## src/sdf_pkg.sv

```systemverilog
// Constants and carrier types for the cubic sinc decimator
package sdf_pkg;
    localparam int ACC_W = 37;
    localparam int OUT_W = 16;
    localparam int FACTOR_W = 16;
    localparam int REF_CLK_MHZ = 250;
    // Shortest modulator clock period allowed, in ns
    localparam int MOD_PERIOD_MIN_NS = 50;
    // Half period in reference cycles, rounded up so the limit is never exceeded
    localparam int MOD_HALF_CYC = (MOD_PERIOD_MIN_NS * REF_CLK_MHZ + 1999) / 2000;
    localparam logic [FACTOR_W-1:0] FACTOR_32 = 16'h0020;
    localparam logic [FACTOR_W-1:0] FACTOR_64 = 16'h0040;
    localparam logic [FACTOR_W-1:0] FACTOR_128 = 16'h0080;
    localparam logic [FACTOR_W-1:0] FACTOR_256 = 16'h0100;
    localparam logic [FACTOR_W-1:0] FACTOR_512 = 16'h0200;
    localparam logic [FACTOR_W-1:0] FACTOR_1024 = 16'h0400;
    localparam logic [FACTOR_W-1:0] FACTOR_2048 = 16'h0800;
    localparam logic [FACTOR_W-1:0] FACTOR_4096 = 16'h1000;
    localparam logic [5:0] LSB_64 = 6'h02;
    localparam logic [5:0] LSB_128 = 6'h05;
    localparam logic [5:0] LSB_256 = 6'h08;
    localparam logic [5:0] LSB_512 = 6'h0B;
    localparam logic [5:0] LSB_1024 = 6'h0E;
    localparam logic [5:0] LSB_2048 = 6'h11;
    localparam logic [5:0] LSB_4096 = 6'h14;
    localparam logic [15:0] SAT_32 = 16'h8000;
    localparam logic [16:0] SAT_WIN = 17'h10000;
    localparam logic [15:0] WORD_FULL = 16'hFFFF;

    typedef struct packed {
        logic saturated;
        logic [OUT_W-1:0] word;
    } sdf_word_t;
endpackage

```

## src/sdf_cubic_sinc_decimator.sv

```systemverilog
// Third-order sinc decimator with modulator clock generation and output buffer
//
// Contract
// - Three integrators followed by three differentiators give a sinc3 response.
// - Bitstream sampled at modulator clock rise; zero maps to 0, one to 1.
// - Accumulators update at modulator clock fall, each adding the previous stage.
// - Reset clears accumulators, differences, delays, word counter and strobe.
// - On strobe rise compute three cascaded differences starting from third accumulator.
// - One output word per decimation ratio modulator clocks.
// - Full result is three times log2 ratio wide; top 16 bits are output.
// - Ratios 32 to 4096 in powers of two, each with its own window.
// - Larger ratios saturate when 17-bit window is 0x10000, else lower 16 bits.
// - At 20 MHz the word rates and result widths match the listed pairs.
// - The -3 dB point lies at 0.262 times the output word rate.
module sdf_cubic_sinc_decimator #(
    parameter int ACC_W = sdf_pkg::ACC_W,
    parameter int HALF_CYC = sdf_pkg::MOD_HALF_CYC
) (
    input wire logic ref_clk,
    input wire logic arst_n,
    input wire logic modulatorBitstream,
    input wire logic [sdf_pkg::FACTOR_W-1:0] decimationFactor,
    input wire logic wordReady,
    output logic modulatorClockIn,
    output logic wordStrobe,
    output logic wordValid,
    output logic [sdf_pkg::OUT_W-1:0] wordData,
    output logic wordSaturated
);
    if (ACC_W != sdf_pkg::ACC_W) begin : gBadWidth
        $error("Datapath must be 37 bits wide");
    end
    if (HALF_CYC < 1 || HALF_CYC > 255) begin : gBadHalf
        $error("Half period must lie in 1 to 255");
    end

    logic [7:0] halfCnt_reg;
    logic modClk_reg;
    logic bitSync1_reg;
    logic bitSync2_reg;
    logic inputBit_reg;
    logic [ACC_W-1:0] acc1_reg;
    logic [ACC_W-1:0] acc2_reg;
    logic [ACC_W-1:0] third_accumulator_reg;
    logic [ACC_W-1:0] acc3Dly_reg;
    logic [ACC_W-1:0] diff1_reg;
    logic [ACC_W-1:0] diff2_reg;
    logic [ACC_W-1:0] third_difference_reg;
    logic [ACC_W-1:0] diff1Dly_reg;
    logic [ACC_W-1:0] diff2Dly_reg;
    logic [sdf_pkg::FACTOR_W-1:0] wordCount_reg;
    logic wordClk_reg;
    logic wordClkDly_reg;
    logic diffDone_reg;
    logic strobeArmed_reg;
    logic spareValid_reg;
    sdf_pkg::sdf_word_t out_reg;
    sdf_pkg::sdf_word_t spare_reg;
    sdf_pkg::sdf_word_t windowed;
    logic halfDone;
    logic riseTick;
    logic fallTick;
    logic wordRise;
    logic lastCount;
    logic midCount;
    logic pop;
    logic [5:0] lsb;
    logic [16:0] win;

    // Clock divider freezes while the buffer is full, so back-pressure stalls
    // the modulator itself instead of dropping a word
    assign halfDone = (halfCnt_reg == 8'(HALF_CYC - 1)) && !spareValid_reg;
    assign riseTick = halfDone && !modClk_reg;
    assign fallTick = halfDone && modClk_reg;
    assign lastCount = (wordCount_reg == decimationFactor - 16'h0001);
    assign midCount = (wordCount_reg == (decimationFactor >> 1) - 16'h0001);
    assign wordRise = wordClk_reg && !wordClkDly_reg;

    always_ff @(posedge ref_clk or negedge arst_n) begin
        if (!arst_n) begin
            halfCnt_reg <= 8'h00;
            modClk_reg <= 1'b0;
        end else if (halfDone) begin
            halfCnt_reg <= 8'h00;
            modClk_reg <= !modClk_reg;
        end else if (!spareValid_reg) begin
            halfCnt_reg <= halfCnt_reg + 8'h01;
        end
    end
    assign modulatorClockIn = modClk_reg;

    always_ff @(posedge ref_clk or negedge arst_n) begin
        if (!arst_n) begin
            bitSync1_reg <= 1'b0;
            bitSync2_reg <= 1'b0;
        end else begin
            bitSync1_reg <= modulatorBitstream;
            bitSync2_reg <= bitSync1_reg;
        end
    end

    always_ff @(posedge ref_clk or negedge arst_n) begin
        if (!arst_n) begin
            inputBit_reg <= 1'b0;
        end else if (riseTick) begin
            inputBit_reg <= bitSync2_reg;
        end
    end

    always_ff @(posedge ref_clk or negedge arst_n) begin
        if (!arst_n) begin
            acc1_reg <= '0;
            acc2_reg <= '0;
            third_accumulator_reg <= '0;
        end else if (fallTick) begin
            acc1_reg <= acc1_reg + {{(ACC_W-1){1'b0}}, inputBit_reg};
            acc2_reg <= acc2_reg + acc1_reg;
            third_accumulator_reg <= third_accumulator_reg + acc2_reg;
        end
    end

    always_ff @(posedge ref_clk or negedge arst_n) begin
        if (!arst_n) begin
            wordCount_reg <= 16'h0000;
            wordClk_reg <= 1'b0;
        end else if (riseTick) begin
            wordCount_reg <= lastCount ? 16'h0000 : wordCount_reg + 16'h0001;
            if (midCount) begin
                wordClk_reg <= 1'b1;
            end else if (lastCount) begin
                wordClk_reg <= 1'b0;
            end
        end
    end

    // Differences run once per word on the strobe's rising edge
    always_ff @(posedge ref_clk or negedge arst_n) begin
        if (!arst_n) begin
            wordClkDly_reg <= 1'b0;
            diffDone_reg <= 1'b0;
            acc3Dly_reg <= '0;
            diff1Dly_reg <= '0;
            diff2Dly_reg <= '0;
            diff1_reg <= '0;
            diff2_reg <= '0;
            third_difference_reg <= '0;
        end else begin
            wordClkDly_reg <= wordClk_reg;
            diffDone_reg <= wordRise;
            if (wordRise) begin
                diff1_reg <= third_accumulator_reg - acc3Dly_reg;
                diff2_reg <= diff1_reg - diff1Dly_reg;
                third_difference_reg <= diff2_reg - diff2Dly_reg;
                acc3Dly_reg <= third_accumulator_reg;
                diff1Dly_reg <= diff1_reg;
                diff2Dly_reg <= diff2_reg;
            end
        end
    end

    // Window lies at 3*log2(ratio)-16, keeping the 16 most significant bits
    always_comb begin
        case (decimationFactor)
            sdf_pkg::FACTOR_64: lsb = sdf_pkg::LSB_64;
            sdf_pkg::FACTOR_128: lsb = sdf_pkg::LSB_128;
            sdf_pkg::FACTOR_256: lsb = sdf_pkg::LSB_256;
            sdf_pkg::FACTOR_512: lsb = sdf_pkg::LSB_512;
            sdf_pkg::FACTOR_1024: lsb = sdf_pkg::LSB_1024;
            sdf_pkg::FACTOR_2048: lsb = sdf_pkg::LSB_2048;
            sdf_pkg::FACTOR_4096: lsb = sdf_pkg::LSB_4096;
            default: lsb = sdf_pkg::LSB_256;
        endcase
        win = third_difference_reg[lsb +: 17];
        if (decimationFactor == sdf_pkg::FACTOR_32) begin
            windowed.saturated = (third_difference_reg[15:0] == sdf_pkg::SAT_32);
            windowed.word = windowed.saturated ? sdf_pkg::WORD_FULL : {third_difference_reg[14:0], 1'b0};
        end else begin
            windowed.saturated = (win == sdf_pkg::SAT_WIN);
            windowed.word = windowed.saturated ? sdf_pkg::WORD_FULL : win[15:0];
        end
    end

    // Strobe spans one full modulator period, stretched while a full buffer freezes the clock
    always_ff @(posedge ref_clk or negedge arst_n) begin
        if (!arst_n) begin
            wordStrobe <= 1'b0;
            strobeArmed_reg <= 1'b1;
        end else if (riseTick) begin
            if (midCount && strobeArmed_reg) begin
                wordStrobe <= 1'b1;
                strobeArmed_reg <= 1'b0;
            end else if (lastCount && !strobeArmed_reg) begin
                wordStrobe <= 1'b0;
                strobeArmed_reg <= 1'b1;
            end else begin
                wordStrobe <= 1'b0;
            end
        end
    end

    // Two-entry skid buffer: output register plus one spare
    assign pop = wordValid && wordReady;
    always_ff @(posedge ref_clk or negedge arst_n) begin
        if (!arst_n) begin
            wordValid <= 1'b0;
            out_reg <= '0;
            spareValid_reg <= 1'b0;
            spare_reg <= '0;
        end else if (pop || !wordValid) begin
            if (spareValid_reg) begin
                out_reg <= spare_reg;
                wordValid <= 1'b1;
                spareValid_reg <= diffDone_reg;
                if (diffDone_reg) begin
                    spare_reg <= windowed;
                end
            end else begin
                wordValid <= diffDone_reg;
                if (diffDone_reg) begin
                    out_reg <= windowed;
                end
            end
        end else if (diffDone_reg) begin
            spare_reg <= windowed;
            spareValid_reg <= 1'b1;
        end
    end
    assign wordData = out_reg.word;
    assign wordSaturated = out_reg.saturated;
endmodule

```

## config.mk

```make
export PLATFORM = sky130hd
export DESIGN_NAME = sdf_cubic_sinc_decimator
export DESIGN_NICKNAME = d
export VERILOG_FILES = /design/src/sdf_pkg.sv /design/src/sdf_cubic_sinc_decimator.sv
export SDC_FILE = /design/constraint.sdc
export NUM_CORES = 1
export LEC_CHECK = 0
export BUFFER_PORTS_ARGS = -buffer_cell sky130_fd_sc_hd__buf_4
export CAP_MARGIN = 15
export CORE_AREA = 2 2 158 276
export DETAILED_ROUTE_END_ITERATION = 8
export DIE_AREA = 0 0 160 278
export PLACE_DENSITY_LB_ADDON = 0.15
export SYNTH_ARGS = -nofsm -noshare
export SYNTH_HDL_FRONTEND = slang
export SYNTH_SLANG_ARGS = --single-unit
```

## constraint.sdc

```tcl
create_clock -name ref_clk -period 4.18 [get_ports ref_clk]
set_clock_uncertainty 0.15 [all_clocks]
set_input_delay 0.209 -clock ref_clk [delete_from_list [all_inputs] [get_ports ref_clk]]
set_output_delay 0.209 -clock ref_clk [all_outputs]
set_load 0.02 [all_outputs]
```

==> metrics.log <==
INFO  metric synthMostInstantiatedCell = sky130_fd_sc_hd__nand2_1
INFO  metric areaGrowthSynthToFinish = 10.7%
INFO  metric clk_transition_reported_paths = 0.07 ns
INFO  metric chipWidth = 160 um
INFO  metric mappedNetlistNets = 3,408
INFO  metric floorplan.io_pins = 40
INFO  metric reported_net_switching_power = 2.18 mW
INFO  metric h-tree-depth = 2
INFO  metric detailed_place_hpwl = 55.8 mm
INFO  metric antennaDiodeCount = 0
INFO  metric dpl_worst_slack = -0.0695 ns
INFO  metric count_of_input_and_output_buffers = 39
INFO  metric cellPowerDensity = around 290 nW/um^2
INFO  metric num_rows = 100
INFO  metric worstSetupStartpointType = register
INFO  metric distinct_cells_synth = a little under 90
INFO  metric critPathKind = register to register
INFO  metric synth_area_leader_cell = sky130_fd_sc_hd__dfrtp_1
INFO  metric grt_first_pass_wirelength = between 100 and 150 mm
INFO  metric critical_path.n_buffers_inverters = 1
INFO  metric postSynthRegisterBits = 402
INFO  metric outcome = finished, final reports clean
INFO  metric critical_path_required = between 4 and 5 ns
INFO  metric hold_path.class = primary input to register
INFO  metric maxCapViolations = 0
INFO  metric tritoncts = yes
INFO  metric cpMaxStageDelayCell = sky130_fd_sc_hd__a2111o_1
INFO  metric setup_violations = 0
INFO  metric final_cell_area = ~30,000 sq um
INFO  metric grt_setup_unrepaired = no
INFO  metric timing.critical_path.depth = 14
INFO  metric die_area = approximately 44,000 sq um
INFO  metric peakVddDrop = 0.552 mV
INFO  metric drt-initial-drc-count = approximately 1,500
INFO  metric syn_inst = roughly 3,200
INFO  metric gp_routability_congestion = 0.953
INFO  metric synth_top_cell_area_share = 0.369
INFO  metric timing.critical_path.arrival = ~4.2 ns
INFO  metric report.final.hold_viol_count = 0
INFO  metric global_route.usage.total = 0.342
INFO  metric globalRoute.totalOverflow = 0
INFO  metric period_needed = ~3.9 ns
INFO  metric clk_latency = 0.55 ns
INFO  metric crit_path_max_fanout = 4
INFO  metric final_core_utilization = 0.713
INFO  metric crit_path_max_incr_delay = 0.50 ns
INFO  metric fp.dieH = approximately 280 um
INFO  metric netlist_area = about 27,000 sq um
INFO  metric combPwrFrac = 0.093
INFO  metric cellInternalPower = between 6 and 7 mW
INFO  metric setup_ws = roughly 0.28 ns
INFO  metric vias_in_the_first_global_route = roughly 25,000
INFO  metric power.share.switching = 0.252
INFO  metric avgSynthCellArea = roughly 8.5 sq um
INFO  metric most_used_standard_cells_in_the_synthesized_netlist = 480 x sky130_fd_sc_hd__nand2_1, 413 x sky130_fd_sc_hd__o21ai_0, 401 x sky130_fd_sc_hd__dfrtp_1
INFO  metric drt-vias-per-instance = slightly above 6
INFO  metric placed_area = between 20,000 and 30,000 sq um
INFO  metric maximum_number_of_pins_on_one_net_before_global_route_repair = ~110
INFO  metric drt_pass1_iterations = 5
INFO  metric antenna_violating_nets_post_route = 0
INFO  metric critPathTopFamily = compound AO/OA/AOI/OAI gates
INFO  metric clock_power_share = 0.433
INFO  metric max_freq = 0.256 GHz
INFO  metric sequentialPowerShare = 0.475
INFO  metric synth-seq-area-share = 0.370
INFO  metric post-route-drc-count = 0
INFO  metric synth_async_sr_flop_share = 1.00
INFO  metric ff2ff_path_depth = 14
INFO  metric layout_net_count = 3,471
INFO  metric num_vias = 23,900
INFO  metric synth.area.top_cells = sky130_fd_sc_hd__dfrtp_1 37%, sky130_fd_sc_hd__ha_1 8.6%, sky130_fd_sc_hd__o21ai_0 7.6%, sky130_fd_sc_hd__nand2_1 6.6%, sky130_fd_sc_hd__xnor2_1 4.7%
INFO  metric crit_path_cell_trace = ha_1, inv_1, fa_1, nand2b_1, a21oi_1, o2111ai_2, and3_1, o21ai_1, a2111o_1, a2111o_1, a31o_2, a21oi_1, o211ai_1, xor2_1
INFO  metric wl_per_cell = between 15 and 20 um
INFO  metric synth_top_flop_cell = sky130_fd_sc_hd__dfrtp_1
INFO  metric max-clock-path-buffers = 3
INFO  metric cts_root_buffer = sky130_fd_sc_hd__clkbuf_16
INFO  metric layout_worst_path_cycle_share = 0.934
INFO  metric yosysWarnings = 0
INFO  metric hold-path-cell-count = 3
INFO  metric initial_utilization = 0.644
INFO  metric cellLeakagePower = ~14 nW
INFO  metric cts_buffers = 39
INFO  metric postRouteWirelength = 74.8 mm
INFO  metric slew_violations = 0
INFO  metric crit_path_end_kind = register
INFO  metric grt_antenna_before_repair = 0
INFO  metric drive_gt1_frac = 0.0874
INFO  metric synth-edff-count = 0
INFO  metric fp.coreArea = 42,300 sq um
INFO  metric worst_slew_pin_slew = about 0.94 ns
INFO  metric clock_sinks = approximately 400
INFO  metric timing.slew.headroom = 0.373
stage by stage:
step                std cells  setup TNS [ns]  hold slack, ns  total power [mW]
finish                   3845               0          0.0389              8.62
global route             3845               0          0.0421              8.93
CTS                      3844               0          0.0297              8.67
detailed placement       3775          -0.883           0.171              4.96
global placement         3775           -1.78           0.162              4.91
floorplan                3195               0          -0.237              4.64
final cells by class:
type / instances / area [sq um]
clock buffer: 48 / 1080
clock inverter: 19 / 280
fill: 3226 / 12100
inverter: 166 / 626
multi-input combinational: 2496 / 16000
sequential: 402 / 10100
tap: 561 / 702
timing repair buffer: 153 / 1360
power by group through the flow:
stage	Combinational (mW)	Clock [mW]	Sequential [mW]
after detailed placement	0.791	0	4.16
final	0.799	3.73	4.09
after global placement	0.757	0	4.16
after global routing	0.894	3.93	4.11
after CTS	0.802	3.77	4.09
after floorplan	0.517	0	4.12
final timing paths:
check                      slack [ns]                 endpoint          from
min in group asynchronous        0.15  third_difference_reg[0]        arst_n
max reg2reg                      0.28             acc2_reg[36]   acc1_reg[0]
min reg2reg                      0.23             bitSync2_reg  bitSync1_reg
max in group asynchronous        2.67             acc1_reg[16]        arst_n
max                              0.28             acc2_reg[36]   acc1_reg[0]
min                              0.04                wordValid     wordReady
logic make-up (layout without fill, tap and decap cells):
logic type	count (synthesis)	in the layout	synth area share
compound gates	981	981	0.222
xor+xnor	251	251	0.0810
fa+ha+maj	194	194	0.0905
buf+inv	297	386	0.0424
flops	402	402	0.370
mux	38	38	0.0156
simple gates	1032	1032	0.179
placed cells by master, fill, tap and decap left out, drive strengths merged, types with 14 or more instances in the layout:
master	Yosys	final
nor4	14	14
or2	16	16
a21o	100	100
a31oi	26	26
o31ai	29	29
and2	22	22
inv	166	166
buf	27	151
nor2b	26	26
o21ai	425	425
o21bai	26	26
nand4	28	28
nand2b	47	47
a21oi	180	180
o221ai	19	19
nor2	138	138
xnor2	145	145
a2111oi	14	14
ha	188	188
o21a	15	15
dfrtp	401	401
nand2	481	481
and3	45	45
o211ai	18	18
nor3	62	62
a211oi	33	33
mux2i	23	23
clkbuf	104	48
nand3	102	102
xor2	106	106
worst reg2reg max path, cell delays in order (launching register included):
cell                        delay (ns)
sky130_fd_sc_hd__dfrtp_1          0.40
sky130_fd_sc_hd__ha_1             0.22
sky130_fd_sc_hd__inv_1            0.07
sky130_fd_sc_hd__fa_1             0.19
sky130_fd_sc_hd__nand2b_1         0.14
sky130_fd_sc_hd__a21oi_1          0.17
sky130_fd_sc_hd__o2111ai_2        0.26
sky130_fd_sc_hd__and3_1           0.25
sky130_fd_sc_hd__o21ai_1          0.16
sky130_fd_sc_hd__a2111o_1         0.50
sky130_fd_sc_hd__a2111o_1         0.46
sky130_fd_sc_hd__a31o_2           0.25
sky130_fd_sc_hd__a21oi_1          0.24
sky130_fd_sc_hd__o211ai_1         0.17
sky130_fd_sc_hd__xor2_1           0.17
layer usage:
metal	track usage	part of all wire	vias up
li1	-	-	11500
met1	0.334	0.35	11500
met2	0.670	0.55	593
met3	0.0323	0.030	287
met4	0.231	0.077	0
met5	0	0	-
timing repair:
item	in CTS	in global routing
hold buffers	2	0
endpoints found under the setup margin	0	4
endpoints found under the hold margin	104	0
buffers inserted	0	0
resized for setup	0	6
No activity file was read; power rests on OpenSTA's default activity.
